$ cat config.mk
export PLATFORM = sky130hd
export DESIGN_NAME = quad_uart_global_int_config
export DESIGN_NICKNAME = d
export VERILOG_FILES = /design/src/uart_glb_pkg.sv /design/src/chan_src_if.sv /design/src/source_encoder.sv /design/src/event_latch.sv /design/src/quad_uart_global_int_config.sv
export SDC_FILE = /design/constraint.sdc
export NUM_CORES = 1
export LEC_CHECK = 0
export ABC_AREA = 1
export ABC_CLOCK_PERIOD_IN_PS = 1800
export BUFFER_PORTS_ARGS = -buffer_cell sky130_fd_sc_hd__buf_2
export CAP_MARGIN = 20
export CORE_UTILIZATION = 34
export DETAILED_ROUTE_END_ITERATION = 6
export PLACE_DENSITY_LB_ADDON = 0.1
export SETUP_SLACK_MARGIN = 0.1
export SLEW_MARGIN = 10
export SYNTH_ARGS = -nofsm -noshare
export SYNTH_HDL_FRONTEND = slang
export SYNTH_HIERARCHICAL = 1
export SYNTH_SLANG_ARGS = --single-unit
$ cat constraint.sdc
create_clock -name core_clk_i -period 1.8 [get_ports core_clk_i]
set_clock_uncertainty 0.2 [all_clocks]
set_input_delay 0.09 -clock core_clk_i [delete_from_list [all_inputs] [get_ports core_clk_i]]
set_output_delay 0.09 -clock core_clk_i [all_outputs]
set_load 0.03 [all_outputs]
$ cat src/uart_glb_pkg.sv
// Purpose: Shared constants for the quad UART global configuration and interrupt block.
// Assumes: An 8-bit host bus with a 256-byte map and four channel blocks of 16 bytes.
// Notes:   Every offset, field position, reset value and source code is named once here.
package uart_glb_pkg;

  // ----------------------------------------------------------------
  // Bus and map geometry
  // ----------------------------------------------------------------
  localparam int          ADDR_W      = 8;
  localparam int          DATA_W      = 8;
  localparam int          CODE_W      = 3;
  localparam logic [7:0]  CHAN_TOP    = 8'h3F;
  localparam logic [3:0]  CFG_PAGE    = 4'h8;
  localparam logic [7:0]  REG_RESET   = 8'h00;

  // ----------------------------------------------------------------
  // Global configuration register offsets
  // ----------------------------------------------------------------
  localparam logic [7:0]  SVC_FLAGS_ADDR   = 8'h80;
  localparam logic [7:0]  SRC_LOW_ADDR     = 8'h81;
  localparam logic [7:0]  SRC_HIGH_ADDR    = 8'h82;
  localparam logic [7:0]  SRC_UNUSED_ADDR  = 8'h83;
  localparam logic [7:0]  TMR_CTRL_ADDR    = 8'h84;
  localparam logic [7:0]  TMR_PLACE_ADDR   = 8'h85;
  localparam logic [7:0]  TMR_LOW_ADDR     = 8'h86;
  localparam logic [7:0]  TMR_HIGH_ADDR    = 8'h87;
  localparam logic [7:0]  RATE_SEL_ADDR    = 8'h88;
  localparam logic [7:0]  SPARE_A_ADDR     = 8'h89;
  localparam logic [7:0]  SOFT_RST_ADDR    = 8'h8A;
  localparam logic [7:0]  SLEEP_EN_ADDR    = 8'h8B;
  localparam logic [7:0]  REVISION_ADDR    = 8'h8C;
  localparam logic [7:0]  IDENT_ADDR       = 8'h8D;
  localparam logic [7:0]  BCAST_ADDR       = 8'h8E;

  // ----------------------------------------------------------------
  // Channel register offsets whose reads clear latched sources
  // ----------------------------------------------------------------
  localparam logic [3:0]  CH_STATUS_OFF = 4'h2;
  localparam logic [3:0]  CH_LINE_OFF   = 4'h5;
  localparam logic [3:0]  CH_MODEM_OFF  = 4'h6;

  // ----------------------------------------------------------------
  // Field positions
  // ----------------------------------------------------------------
  localparam int ENA_RX_BIT      = 0;
  localparam int ENA_TX_BIT      = 1;
  localparam int ENA_LINE_BIT    = 2;
  localparam int ENA_MODEM_BIT   = 3;
  localparam int ENA_FLOW_BIT    = 5;
  localparam int TMR_INT_EN_BIT  = 0;
  localparam int TMR_RUN_BIT     = 1;
  localparam int TMR_ONESHOT_BIT = 2;
  localparam int TMR_EXTCLK_BIT  = 3;
  localparam int BCAST_BIT       = 0;
  localparam logic [3:0] ALL_ASLEEP = 4'hF;

  // ----------------------------------------------------------------
  // Source codes, lowest nonzero value is the highest priority
  // ----------------------------------------------------------------
  localparam logic [2:0]  CODE_NONE  = 3'h0;
  localparam logic [2:0]  CODE_RX    = 3'h1;
  localparam logic [2:0]  CODE_TOUT  = 3'h2;
  localparam logic [2:0]  CODE_TX    = 3'h3;
  localparam logic [2:0]  CODE_MODEM = 3'h4;
  localparam logic [2:0]  CODE_TIMER = 3'h7;

endpackage : uart_glb_pkg

$ cat src/chan_src_if.sv
// Purpose: Carries one channel's masked interrupt sources and its encoded source code.
// Assumes: Sources are already gated by the relevant enable bits.
// Notes:   The collector drives sources, the encoder returns the code.
interface chan_src_if;
  logic       rx_data;
  logic       rx_err;
  logic       rx_tout;
  logic       tx_rdy;
  logic       modem;
  logic       timer;
  logic [2:0] code;

  modport encoder (input rx_data, rx_err, rx_tout, tx_rdy, modem, timer, output code);
  modport collector (output rx_data, rx_err, rx_tout, tx_rdy, modem, timer, input code);
endinterface : chan_src_if

$ cat src/source_encoder.sv
// Purpose: Priority encoder turning one channel's pending sources into a 3-bit code.
// Assumes: Inputs are masked levels; the code is combinational.
// Notes:   Only the channel built with TIMER_ALLOWED set can ever report the timer code.
module source_encoder #(
  parameter bit TIMER_ALLOWED = 1'b0
) (
  // Source bundle
  chan_src_if.encoder src
);

  // ----------------------------------------------------------------
  // Priority selection
  // ----------------------------------------------------------------
  // Receive wins over time-out, then transmit, modem and timer last.
  wire   rx_any    = src.rx_data | src.rx_err;
  wire   timer_any = TIMER_ALLOWED & src.timer;
  assign src.code  = rx_any      ? uart_glb_pkg::CODE_RX    :
                     src.rx_tout ? uart_glb_pkg::CODE_TOUT  :
                     src.tx_rdy  ? uart_glb_pkg::CODE_TX    :
                     src.modem   ? uart_glb_pkg::CODE_MODEM :
                     timer_any   ? uart_glb_pkg::CODE_TIMER :
                                   uart_glb_pkg::CODE_NONE;

endmodule : source_encoder

$ cat src/event_latch.sv
// Purpose: A row of sticky flags set by event pulses and cleared by read strobes.
// Assumes: Set and clear are synchronous single-cycle strobes.
// Notes:   A set in the same cycle as a clear keeps the flag, so no event is lost.
module event_latch #(
  parameter int WIDTH = 1
) (
  // Clock and reset
  input  wire logic             core_clk_i,
  input  wire logic             sys_rst_i,
  // Strobes
  input  wire logic [WIDTH-1:0] set_i,
  input  wire logic [WIDTH-1:0] clr_i,
  // Flags
  output logic      [WIDTH-1:0] flag_o
);

  logic [WIDTH-1:0] flag;
  wire  [WIDTH-1:0] next_flag = set_i | (flag & ~clr_i);

  // Flags hold until cleared.
  always_ff @(posedge core_clk_i) begin
    if (sys_rst_i) flag <= '0;
    else           flag <= next_flag;
  end

  assign flag_o = flag;

  // ----------------------------------------------------------------
  // Checks
  // ----------------------------------------------------------------
  a_set_beats_clear: assert property (@(posedge core_clk_i) disable iff (sys_rst_i)
    set_i[0] |=> flag_o[0])
    else $error("Flag lost an event that arrived during its clear.");

endmodule : event_latch

$ cat src/quad_uart_global_int_config.sv
// Purpose: Global configuration registers and interrupt aggregation for a four-channel UART.
// Assumes: Host strobes rd_i and wr_i are one-cycle pulses synchronous to core_clk_i;
//          channel read data is valid combinationally during chan_rd_o.
// Notes:   Read data appears in rdata_o one cycle after rd_i and holds until the next read.
//
// What this block does
// - Channel blocks of 16 bytes each: channel 0 lowest, then 1, 2, 3.
// - Global registers live in a 16-byte region at 0x80, always reachable.
// - Service flags hold one bit per channel; upper four bits read zero.
// - Service bit is one while requesting, cleared after the clearing status read.
// - Two locator registers pack four 3-bit codes; channel 3 sits in bits 3..1.
// - Each code reports highest pending source; 5 and 6 never produced.
// - Code 1 is receive data at trigger or a line error, each with own clear.
// - Code 2 is receive time-out, cleared only when the receive FIFO empties.
// - Code 3 is transmit ready, holding or shift empty; cleared by status read.
// - Code 4 is modem or flow change, or special character, each with own clear.
// - Code 7 is timer time-out, channel 0 only, cleared by reading timer control.
// - All four interrupt registers reset to zero.
// - The fourth interrupt register always reads zero.
// - Channel sources masked by channel enables; timer and wake by own registers.
// - Wake-up with all channels asleep raises an interrupt cleared by reading flags.
// - Timer control: interrupt enable, run, one-shot select, clock select.
// - Soft-reset bits reset their channel and clear themselves.
// - Sampling bit per channel: zero for 16x, one for 8x.
// - Broadcast bit makes channel writes reach all four channels.
module quad_uart_global_int_config #(
  parameter int         NUM_CHAN   = 4,
  parameter logic [7:0] REVISION   = 8'h01,  // Arbitrary neutral value.
  parameter logic [7:0] IDENT_CODE = 8'h5A   // Arbitrary neutral value.
) (
  // Clock and reset
  input  wire logic                  core_clk_i,
  input  wire logic                  sys_rst_i,
  // Host bus
  input  wire logic [7:0]            addr_i,
  input  wire logic [7:0]            wdata_i,
  input  wire logic                  wr_i,
  input  wire logic                  rd_i,
  output logic      [7:0]            rdata_o,
  // Channel register access
  output logic      [NUM_CHAN-1:0]   chan_wr_o,
  output logic      [NUM_CHAN-1:0]   chan_rd_o,
  output logic      [3:0]            chan_addr_o,
  output logic      [7:0]            chan_wdata_o,
  input  wire logic [NUM_CHAN-1:0][7:0] chan_rdata_i,
  // Channel controls
  output logic      [NUM_CHAN-1:0]   chan_soft_reset_o,
  output logic      [NUM_CHAN-1:0]   eight_x_o,
  output logic      [NUM_CHAN-1:0]   sleep_enable_o,
  // Channel interrupt sources
  input  wire logic [NUM_CHAN-1:0][7:0] int_enable_i,
  input  wire logic [NUM_CHAN-1:0]   rx_trigger_i,
  input  wire logic [NUM_CHAN-1:0][3:0] line_err_i,
  input  wire logic [NUM_CHAN-1:0]   rx_timeout_i,
  input  wire logic [NUM_CHAN-1:0]   holding_empty_i,
  input  wire logic [NUM_CHAN-1:0]   shift_empty_i,
  input  wire logic [NUM_CHAN-1:0]   half_duplex_i,
  input  wire logic [NUM_CHAN-1:0]   modem_change_i,
  input  wire logic [NUM_CHAN-1:0]   flow_char_i,
  // Timer and sleep
  input  wire logic                  timer_timeout_i,
  input  wire logic                  wake_i,
  output logic                       timer_run_o,
  output logic                       timer_one_shot_o,
  output logic                       timer_ext_clk_o,
  output logic      [15:0]           timer_reload_o,
  // Interrupt
  output logic                       int_o
);

  // ----------------------------------------------------------------
  // Elaboration checks
  // ----------------------------------------------------------------
  // The locator packing is fixed for exactly four channels.
  if (NUM_CHAN != 4) begin : g_bad_chan
    $error("NUM_CHAN must be 4 for this register layout.");
  end

  // Matches a read or write to one register of one channel block.
  function automatic logic chan_hit(input logic [7:0] addr, input int ch, input logic [3:0] off);
    chan_hit = (addr <= uart_glb_pkg::CHAN_TOP) && (addr[5:4] == ch[1:0]) && (addr[3:0] == off);
  endfunction : chan_hit

  // ----------------------------------------------------------------
  // Address decode
  // ----------------------------------------------------------------
  wire                chan_space = (addr_i <= uart_glb_pkg::CHAN_TOP);
  wire                cfg_space  = (addr_i[7:4] == uart_glb_pkg::CFG_PAGE);
  wire [3:0]          chan_onehot = 4'h1 << addr_i[5:4];
  wire                host_rd    = rd_i;
  wire                host_wr    = wr_i;
  wire                cfg_wr     = host_wr & cfg_space;
  wire                rd_flags   = host_rd & (addr_i == uart_glb_pkg::SVC_FLAGS_ADDR);
  wire                rd_tmr     = host_rd & (addr_i == uart_glb_pkg::TMR_CTRL_ADDR);

  // ----------------------------------------------------------------
  // Global configuration registers
  // ----------------------------------------------------------------
  logic [3:0]  timer_ctrl;
  logic [15:0] timer_count;
  logic [3:0]  rate_sel;
  logic [3:0]  sleep_en;
  logic [3:0]  soft_rst;
  logic        bcast;

  // Writes to the reserved range match no register and so have no effect.
  always_ff @(posedge core_clk_i) begin
    if (sys_rst_i) begin
      timer_ctrl  <= uart_glb_pkg::REG_RESET[3:0];
      timer_count <= {uart_glb_pkg::REG_RESET, uart_glb_pkg::REG_RESET};
      rate_sel    <= uart_glb_pkg::REG_RESET[3:0];
      sleep_en    <= uart_glb_pkg::REG_RESET[3:0];
      bcast       <= 1'b0;
    end else if (cfg_wr) begin
      case (addr_i)
        uart_glb_pkg::TMR_CTRL_ADDR: timer_ctrl        <= wdata_i[3:0];
        uart_glb_pkg::TMR_LOW_ADDR:  timer_count[7:0]  <= wdata_i;
        uart_glb_pkg::TMR_HIGH_ADDR: timer_count[15:8] <= wdata_i;
        uart_glb_pkg::RATE_SEL_ADDR: rate_sel          <= wdata_i[3:0];
        uart_glb_pkg::SLEEP_EN_ADDR: sleep_en          <= wdata_i[3:0];
        uart_glb_pkg::BCAST_ADDR:    bcast             <= wdata_i[uart_glb_pkg::BCAST_BIT];
        default: ;
      endcase
    end
  end

  // Soft reset is a one-cycle pulse, so software never has to clear it.
  always_ff @(posedge core_clk_i) begin
    if (sys_rst_i) soft_rst <= 4'h0;
    else           soft_rst <= (cfg_wr && addr_i == uart_glb_pkg::SOFT_RST_ADDR) ?
                               wdata_i[3:0] : 4'h0;
  end

  // Control outputs straight from their registers.
  assign timer_run_o       = timer_ctrl[uart_glb_pkg::TMR_RUN_BIT];
  assign timer_one_shot_o  = timer_ctrl[uart_glb_pkg::TMR_ONESHOT_BIT];
  assign timer_ext_clk_o   = timer_ctrl[uart_glb_pkg::TMR_EXTCLK_BIT];
  assign timer_reload_o    = timer_count;
  assign eight_x_o         = rate_sel;
  assign sleep_enable_o    = sleep_en;
  assign chan_soft_reset_o = soft_rst;

  // ----------------------------------------------------------------
  // Channel access
  // ----------------------------------------------------------------
  // Strobes are combinational so the channel sees address and data in the same cycle.
  assign chan_addr_o  = addr_i[3:0];
  assign chan_wdata_o = wdata_i;
  assign chan_rd_o    = (host_rd && chan_space) ? chan_onehot : 4'h0;
  assign chan_wr_o    = (host_wr && chan_space) ? (bcast ? 4'hF : chan_onehot) : 4'h0;

  // ----------------------------------------------------------------
  // Per-channel sources and codes
  // ----------------------------------------------------------------
  chan_src_if src [NUM_CHAN] ();
  logic [NUM_CHAN-1:0][2:0] code;
  logic [NUM_CHAN-1:0]      svc;
  logic                     timer_flag;
  logic                     wake_flag;

  for (genvar g = 0; g < NUM_CHAN; g++) begin : g_chan
    wire       rd_status = host_rd & chan_hit(addr_i, g, uart_glb_pkg::CH_STATUS_OFF);
    wire       rd_line   = host_rd & chan_hit(addr_i, g, uart_glb_pkg::CH_LINE_OFF);
    wire       rd_modem  = host_rd & chan_hit(addr_i, g, uart_glb_pkg::CH_MODEM_OFF);
    wire       tx_event  = half_duplex_i[g] ? shift_empty_i[g] : holding_empty_i[g];
    wire [3:0] set_vec   = {flow_char_i[g], modem_change_i[g], tx_event, |line_err_i[g]};
    wire [3:0] clr_vec   = {rd_status | soft_rst[g], rd_modem | soft_rst[g],
                            rd_status | soft_rst[g], rd_line | soft_rst[g]};
    wire [7:0] int_en    = int_enable_i[g];
    logic [3:0] held;

    // Held flags: line error, transmit ready, modem change, special character.
    event_latch #(.WIDTH(4)) u_held (
      .core_clk_i (core_clk_i),
      .sys_rst_i  (sys_rst_i),
      .set_i      (set_vec),
      .clr_i      (clr_vec),
      .flag_o     (held)
    );

    // Enables gate sources so a masked source never shows in any view.
    assign src[g].rx_data = rx_trigger_i[g] & int_en[uart_glb_pkg::ENA_RX_BIT];
    assign src[g].rx_err  = held[0] & int_en[uart_glb_pkg::ENA_LINE_BIT];
    assign src[g].rx_tout = rx_timeout_i[g] & int_en[uart_glb_pkg::ENA_RX_BIT];
    assign src[g].tx_rdy  = held[1] & int_en[uart_glb_pkg::ENA_TX_BIT];
    assign src[g].modem   = (held[2] & int_en[uart_glb_pkg::ENA_MODEM_BIT]) |
                            (held[3] & int_en[uart_glb_pkg::ENA_FLOW_BIT]);
    assign src[g].timer   = (g == 0) && timer_flag &&
                            timer_ctrl[uart_glb_pkg::TMR_INT_EN_BIT];

    source_encoder #(.TIMER_ALLOWED(g == 0)) u_enc (
      .src (src[g])
    );

    assign code[g] = src[g].code;
    assign svc[g]  = (src[g].code != uart_glb_pkg::CODE_NONE);
  end

  // ----------------------------------------------------------------
  // Timer and wake-up flags
  // ----------------------------------------------------------------
  // Timer only latches while enabled; wake only latches when every channel sleeps.
  wire timer_set = timer_timeout_i & timer_ctrl[uart_glb_pkg::TMR_INT_EN_BIT];
  wire wake_set  = wake_i & (sleep_en == uart_glb_pkg::ALL_ASLEEP);

  event_latch #(.WIDTH(2)) u_glb_flags (
    .core_clk_i (core_clk_i),
    .sys_rst_i  (sys_rst_i),
    .set_i      ({wake_set, timer_set}),
    .clr_i      ({rd_flags, rd_tmr}),
    .flag_o     ({wake_flag, timer_flag})
  );

  // The wake-up interrupt carries no code; it only asserts the shared line.
  assign int_o = (|svc) | wake_flag;

  // ----------------------------------------------------------------
  // Read data
  // ----------------------------------------------------------------
  wire [7:0] src_low  = {code[2][1:0], code[1], code[0]};
  wire [7:0] src_high = {4'h0, code[3], code[2][2]};
  wire [7:0] cfg_rdata =
    (addr_i == uart_glb_pkg::SVC_FLAGS_ADDR) ? {4'h0, svc}         :
    (addr_i == uart_glb_pkg::SRC_LOW_ADDR)   ? src_low             :
    (addr_i == uart_glb_pkg::SRC_HIGH_ADDR)  ? src_high            :
    (addr_i == uart_glb_pkg::TMR_CTRL_ADDR)  ? {4'h0, timer_ctrl}  :
    (addr_i == uart_glb_pkg::TMR_LOW_ADDR)   ? timer_count[7:0]    :
    (addr_i == uart_glb_pkg::TMR_HIGH_ADDR)  ? timer_count[15:8]   :
    (addr_i == uart_glb_pkg::RATE_SEL_ADDR)  ? {4'h0, rate_sel}    :
    (addr_i == uart_glb_pkg::SLEEP_EN_ADDR)  ? {4'h0, sleep_en}    :
    (addr_i == uart_glb_pkg::REVISION_ADDR)  ? REVISION            :
    (addr_i == uart_glb_pkg::IDENT_ADDR)     ? IDENT_CODE          :
    (addr_i == uart_glb_pkg::BCAST_ADDR)     ? {7'h00, bcast}      :
                                               8'h00;
  wire [7:0] read_value = chan_space ? chan_rdata_i[addr_i[5:4]] :
                          cfg_space  ? cfg_rdata : 8'h00;

  // Read data holds between reads so a slow host can sample it late.
  always_ff @(posedge core_clk_i) begin
    if (sys_rst_i)    rdata_o <= uart_glb_pkg::REG_RESET;
    else if (host_rd) rdata_o <= read_value;
  end

  // ----------------------------------------------------------------
  // Checks
  // ----------------------------------------------------------------
  a_chan_read_decode: assert property (@(posedge core_clk_i) disable iff (sys_rst_i)
    (rd_i && addr_i <= 8'h3F) |-> (chan_rd_o == (4'h1 << addr_i[5:4])))
    else $error("Channel read strobe decoded to the wrong block.");

  a_sleep_write_back: assert property (@(posedge core_clk_i) disable iff (sys_rst_i)
    (wr_i && addr_i == 8'h8B) |=> (sleep_enable_o == $past(wdata_i[3:0])))
    else $error("Global register write did not take effect.");

  a_flags_upper_zero: assert property (@(posedge core_clk_i) disable iff (sys_rst_i)
    (rd_i && addr_i == 8'h80) |=> (rdata_o[7:4] == 4'h0 && rdata_o[3:0] == $past(svc)))
    else $error("Service flag read returned wrong bits.");

  a_no_reserved_code: assert property (@(posedge core_clk_i) disable iff (sys_rst_i)
    (code[0] != 3'h5) && (code[0] != 3'h6) && (code[1] < 3'h5) && (code[2] < 3'h5) &&
    (code[3] < 3'h5))
    else $error("A reserved source code was produced.");

  a_rx_top_priority: assert property (@(posedge core_clk_i) disable iff (sys_rst_i)
    (rx_trigger_i[1] && int_enable_i[1][0]) |-> (code[1] == 3'h1))
    else $error("Receive source did not take top priority.");

  a_timer_clear_read: assert property (@(posedge core_clk_i) disable iff (sys_rst_i)
    (rd_i && addr_i == 8'h84 && !timer_timeout_i) |=> (code[0] != 3'h7))
    else $error("Timer code survived a timer control read.");

  a_unused_reads_zero: assert property (@(posedge core_clk_i) disable iff (sys_rst_i)
    (rd_i && (addr_i == 8'h83 || addr_i == 8'h89)) |=> (rdata_o == 8'h00))
    else $error("Unused register read was not zero.");

  a_wake_clear_read: assert property (@(posedge core_clk_i) disable iff (sys_rst_i)
    (wake_flag && rd_i && addr_i == 8'h80 && !wake_i) |=> !wake_flag)
    else $error("Wake-up interrupt survived a flag read.");

  a_soft_reset_pulse: assert property (@(posedge core_clk_i) disable iff (sys_rst_i)
    (wr_i && addr_i == 8'h8A && wdata_i[0]) ##1 !(wr_i && addr_i == 8'h8A)
      |-> chan_soft_reset_o[0] ##1 !chan_soft_reset_o[0])
    else $error("Soft reset bit did not clear itself.");

  a_bcast_all_chans: assert property (@(posedge core_clk_i) disable iff (sys_rst_i)
    (wr_i && addr_i <= 8'h3F && bcast) |-> (chan_wr_o == 4'hF))
    else $error("Broadcast write missed a channel.");

  a_reserved_reads: assert property (@(posedge core_clk_i) disable iff (sys_rst_i)
    (rd_i && addr_i[7:6] == 2'b01) |=> (rdata_o == 8'h00))
    else $error("Reserved range read was not zero.");

  c_bcast_write: cover property (@(posedge core_clk_i) wr_i && bcast && addr_i <= 8'h3F);
  c_timer_code:  cover property (@(posedge core_clk_i) code[0] == 3'h7);
  c_wake_int:    cover property (@(posedge core_clk_i) wake_flag && !(|svc));
  c_all_pending: cover property (@(posedge core_clk_i) svc == 4'hF);

endmodule : quad_uart_global_int_config

======== Yosys cells after proc, flatten, opt, wreduce, memory -nomap -nowiden ========
Cells that the tools add are included.
W data, S select, Z words.
storage, ports and cells
  register bits after elaboration ......... 59
  latch bits .............................. 0
  memory bits (writable) .................. 0
  bits in read-only memories .............. 0
  input bits .............................. 130
  logic and storage cells ................. 190
  memories ................................ 0
cells by class
  $add $sub $neg .......................... 0
  $mul .................................... 0
  div/mod/pow operators ................... 0
  order comparisons ....................... 2
  eq/ne operators ......................... 20
  shift operators ......................... 1
  multiplexer cells ....................... 39
  bitwise logic cells ..................... 78
  reductions and logical operators ........ 37
operator list
  operator               count
  $eq A8 B8 Y1 const B   12
  $mux W8                9
  $mux W3                17
  $and A1 B1 Y1          41
  $mux W7                4
  $or A1 B1 Y1           21
  $logic_and A1 B1 Y1    20
  $reduce_or A4 Y1       5
  $and A4 B4 Y4          4
  $bmux W8 S2            1
  $not A4 Y4             4
  $or A4 B4 Y4           4
  $mux W4                3
  $reduce_and A2 Y1      6
  $reduce_bool A3 Y1     4
  $eq A4 B3 Y1 const B   2
  $eq A4 B4 Y1 const B   2
  $le A8 B6 Y1 const B   1
  $mux W1                5
  $eq A2 B2 Y1 const B   2
  $eq A4 B2 Y1 const B   1
  $shl A1 B2 Y4 const A  1
  $lt A2 B3 Y1 const B   1
  $and A2 B2 Y2          1
  other kinds (6)        6

======== Longest topological paths before layout ========
  word-level depth ........................ 14
  gate-level depth with buffers ........... 15

======== By module ========
The synthesis kept the hierarchy.
modules (own cells, without submodules)
  module                                 times used  cells each  area each (sq um)  sequential area each (sq um)
  quad_uart_global_int_config            1           445         2,793.9            820.8
  event_latch at g_chan[0].u_held ...    4           20          145.1              80.1
  source_encoder at g_chan[1].u_enc ...  3           8           38.8               0.0
  event_latch at u_glb_flags             1           10          72.6               40.0
  source_encoder at g_chan[0].u_enc      1           14          62.6               0.0

======== Worst setup path before layout ========
Ideal clock, no wire load.
  path kind ............................... input to register
  start ................................... input port addr_i[5]
  end ..................................... register g_chan[2].u_held.flag[1]
  setup time .............................. 0.116 ns
  arrival ................................. 1.324 ns
  required time ........................... 1.484 ns
  setup slack ............................. 0.160 ns
  stages on the path ...................... 9
  cell sequence ........................... inv_2 -> nor2_2 -> inv_1 -> nor2_1 -> inv_1 -> o21ai_0 -> inv_1 -> nand2_1 -> a21oi_1
on the way
  word-level cells in the longest chain between the ends .. 8
ends and longest elaborated chain
  what                                                 RTL line                            text
  start: declaration                                   quad_uart_global_int_config.sv:35   input wire logic [7:0] addr_i,
  $le A8 B6 Y1 / $eq A2 B2 Y1 (equally long branches)  quad_uart_global_int_config.sv:81   chan_hit = (addr <= uart_glb_pkg::CHAN_TOP) && (addr[5:4] == ch[1:0]) && (addr[3:0] == off);
  $logic_and A1 B1 Y1 (*) (2 in series)                quad_uart_global_int_config.sv:81
  $and A1 B1 Y1 (*)                                    quad_uart_global_int_config.sv:162  wire rd_status = host_rd & chan_hit(addr_i, g, uart_glb_pkg::CH_STATUS_OFF);
  $or A1 B1 Y1 (*)                                     quad_uart_global_int_config.sv:168  rd_status | soft_rst[g], rd_line | soft_rst[g]};
  named net g_chan[2].clr_vec[1]                       quad_uart_global_int_config.sv:167  wire [3:0] clr_vec = {rd_status | soft_rst[g], rd_modem | soft_rst[g],
  $not A4 Y4 (*)                                       event_latch.sv:18                   wire [WIDTH-1:0] next_flag = set_i | (flag & ~clr_i);
  $and A4 B4 Y4 (*)                                    event_latch.sv:18
  $or A4 B4 Y4 (*)                                     event_latch.sv:18
  end signal: assignment                               event_latch.sv:23                   else flag <= next_flag;
  end: declaration                                     event_latch.sv:17                   logic [WIDTH-1:0] flag;
The timed path passes the listed nets; every way through them passes the cells marked *.
A chain may end at the register's enable or synchronous reset.

======== Worst setup path after layout ========
  start ................................... register g_chan[0].u_held.flag[2]
  end ..................................... output port int_o
on the way
  word-level cells in the longest chain between the ends .. 9
ends and longest elaborated chain
  what                      RTL line                            text
  start: declaration        event_latch.sv:17
  start signal: assignment  event_latch.sv:23
  $and A1 B1 Y1             quad_uart_global_int_config.sv:186  assign src[g].modem = (held[2] & int_en[uart_glb_pkg::ENA_MODEM_BIT]) |
  $or A1 B1 Y1              quad_uart_global_int_config.sv:186
  named net src[0].modem    chan_src_if.sv:9                    logic modem;
  $mux W3                   source_encoder.sv:20                src.modem ? uart_glb_pkg::CODE_MODEM :
  $mux W3                   source_encoder.sv:19                src.tx_rdy ? uart_glb_pkg::CODE_TX :
  $mux W3                   source_encoder.sv:18                src.rx_tout ? uart_glb_pkg::CODE_TOUT :
  $mux W3                   source_encoder.sv:17                assign src.code = rx_any ? uart_glb_pkg::CODE_RX :
  named net src[0].code[0]  chan_src_if.sv:11                   logic [2:0] code;
  $reduce_bool A3 Y1        quad_uart_global_int_config.sv:196  assign svc[g] = (src[g].code != uart_glb_pkg::CODE_NONE);
  $reduce_or A4 Y1          quad_uart_global_int_config.sv:215  assign int_o = (|svc) | wake_flag;
  $or A1 B1 Y1              quad_uart_global_int_config.sv:215
  end: declaration          quad_uart_global_int_config.sv:68   output logic int_o
The timed path passes the listed nets, and every way through them passes these cells.

==> metrics.md <==
| Metric | Value |
|---|---|
| Status | finished with violations |
| Violated checks | setup timing |
| Nets | 941 |
| FF-to-FF End | rdata_o[1]$_SDFFE_PP0P_ |
| Core area | about 10000 um^2 |
| Most frequent cells in the layout | buf_2 (176), nand2_1 (130), inv_1 (116) |
| Leak Pwr | 2.74 nW |
| # DRC | 0 |
| 1st-iter DRT viols | 271 |
| Reg2Reg Setup Slack | between 200 and 250 ps |
| Total gr overflow | 0 |
| Final std cells w/o fill | 952 |
| Initial antenna violation count | 0 |
| First-pass GRT wire length | approximately 19000 um |
| Syn-to-layout area delta | 50.8% |
| Critical-path cell list | a22o_1 > inv_1 > nand2_1 > nand2_1 > nand2_1 > nand2_2 > nor3_4 > nand4_1 > buf_6 |
| Clock transition at the registers of the reported paths | about 70 ps |
| Filler instances | 1036 |
| Layout cells sized above 1 | 31.3% |
| Clock sinks | 59 |
| Slew Limit Fails | 0 |
| Worst setup EP type | primary output |
| Syn Area/Cell | approximately 6.3 um^2 |
| Mapped Cells | ~570 |
| WL final | around 12000 um |
| Most used cell, CP | nand2_1 |
| Die Height | around 110 um |
| Hold Crit Class | in -> reg |
| Pin count of the biggest net entering global routing | 29 |
| Cell area after synthesis | ~3600 um^2 |
| Worst path max stage delay | roughly 330 ps |
| Final Cycle Share | 105% |
| Setup crit start | g_chan[0].u_held/flag_o[2]$_SDFF_PP0_ |
| Routed vias | roughly 4400 |
| Clock latency at the later pin of the worst-skew pair | roughly 340 ps |
| WL/cell | roughly 13 um |
| IO buf count | between 150 and 200 |
| Worst-Margin Slew | approximately 440 ps |
| Diode count | 0 |
| Crit path time final | approximately 1900 ps |
| Cell Pwr Density | 593 nW/um^2 |
| Final setup vio count | 1 |
| RSZ-0062 raised after global routing | yes |
| Yosys warns | 6 |
| Die area | approximately 11000 um^2 |
| Worst setup SP type | register |
| I/O pins | between 150 and 200 |
| Final Power | approximately 3.2 mW |
| Pre-antenna DRT Iters | 6 |
| Die extent in x | ~110 um |
| Max Freq | 530 MHz |
| H-Tree Level Count | 3 |
| Post-DP HPWL | 9500 um |
| Vias per cell | around 4.6 |
| Final worst slack | -85.6 ps |
| CTS root buf | clkbuf_8 |
| Required @ worst endpoint | approximately 1500 ps |
| Maximum clock insertion buffer count | 2 |
| Final Hold Slack | 9.92 ps |
| Worst r2r path cells | 11 |
| Num CTS Buffers | 9 |
| Critical Path Fanout Max | 2 |
| CTS tree | done |
| WHS Path Cells | 5 |
| Slew margin rel. | a little over two thirds |
| Worst endpoint data arrival time | between 1500 and 2000 ps |
| Final TNS setup | -85.6 ps |
| Worst Setup EP | int_o |
| Max-cap violations | 0 |
| CP Class | reg -> out |
| Final Hold Vio Count | 0 |
| Starting density of the core | approximately a third |
| Gr usage total | 22.1% |
| Post-route antenna net violation count | 0 |
| Max VDD drop | between 0.3 and 0.4 mV |
| R2r startpoint | g_chan[0].u_held/flag_o[2]$_SDFF_PP0_ |
| Placed cells | a little under 900 |
| Commonest non-fill, non-tap cell in the layout | buf_2 |
| Vias in the first global route | 4117 |
| CP max-delay cell | dfxtp_2 |
| Rows | 37 |
| Syn nets | about 700 |
| Final Wtd Congestion | between 0.8 and 0.9 |
==> registers in the layout, summed over array words and instances, names as in the netlist <==
signal	flops
g_chan.u_held/flag_o	16
u_glb_flags/flag_o	2
timer_ctrl	4
eight_x_o	4
rdata_o	8
sleep_enable_o	4
chan_soft_reset_o	4
timer_reload_o	16
bcast	1
==> power breakdown <==
group          internal, mW  switching (mW)  total, mW
clock                 0.645           0.590       1.23
sequential             1.34          0.0153       1.35
combinational         0.313           0.335      0.649
==> metal layers <==
metal  global-route usage (%)  routed length, um
met2                     37.4               5790
met4                     6.44                 97
met5                        0                  0
met3                     3.53                817
met1                     28.8               5630
==> layout make-up <==
cell class,count,area (um^2),share of cell area (%)
Clock buffer,9,124,2.27
Clock inverter,7,77.6,1.42
Inverter,124,465,8.52
Multi-Input combinational cell,371,1890,34.6
Sequential cell,59,1180,21.7
Tap cell,136,170,3.12
Timing Repair Buffer,246,1550,28.4
==> how the worst min path moves through the flow <==
stage,start,endpoint,slack [ps]
2_1_floorplan,sys_rst_i,g_chan[0].u_held/flag_o[0]$_SDFF_PP0_,-40
3_3_place_gp,flow_char_i[1],g_chan[1].u_held/flag_o[3]$_SDFF_PP0_,130
3_5_place_dp,flow_char_i[2],g_chan[2].u_held/flag_o[3]$_SDFF_PP0_,140
4_1_cts,wr_i,timer_ctrl[1]$_SDFFE_PP0P_,0.7
5_1_grt,wr_i,timer_ctrl[1]$_SDFFE_PP0P_,30
6_report,chan_rdata_i[0],rdata_o[0]$_SDFFE_PP0P_,10
==> what timing repair did <==
item                       CTS  global route
setup buffers                0             1
hold endpoints to repair    58             0
gates cloned                 0             0
resized for setup            6            12
setup endpoints to repair    1             4
hold buffers                56             0
pin swaps                    4             4
==> metrics by stage <==
| stage | worst slack [ps] | util [%] | area [um^2] |
|---|---|---|---|
| 2_1_floorplan | 160 | - | 3620 |
| 3_3_place_gp | 40.9 | 44.9 | 4640 |
| 3_5_place_dp | -30.5 | 44.9 | 4640 |
| 4_1_cts | -145 | 52.5 | 5420 |
| 5_1_grt | -187 | 52.9 | 5460 |
| 6_report | -85.6 | 52.9 | 5460 |
==> critical path: cells and delay by family, from the launching register on <==
kind	cells	cell delay, ps
AOI/OAI and AO/OA	1	150
buffers and inverters	2	210
DFF	1	330
and+or+nand+nor	6	580
(Power assumes the default switching activity.)
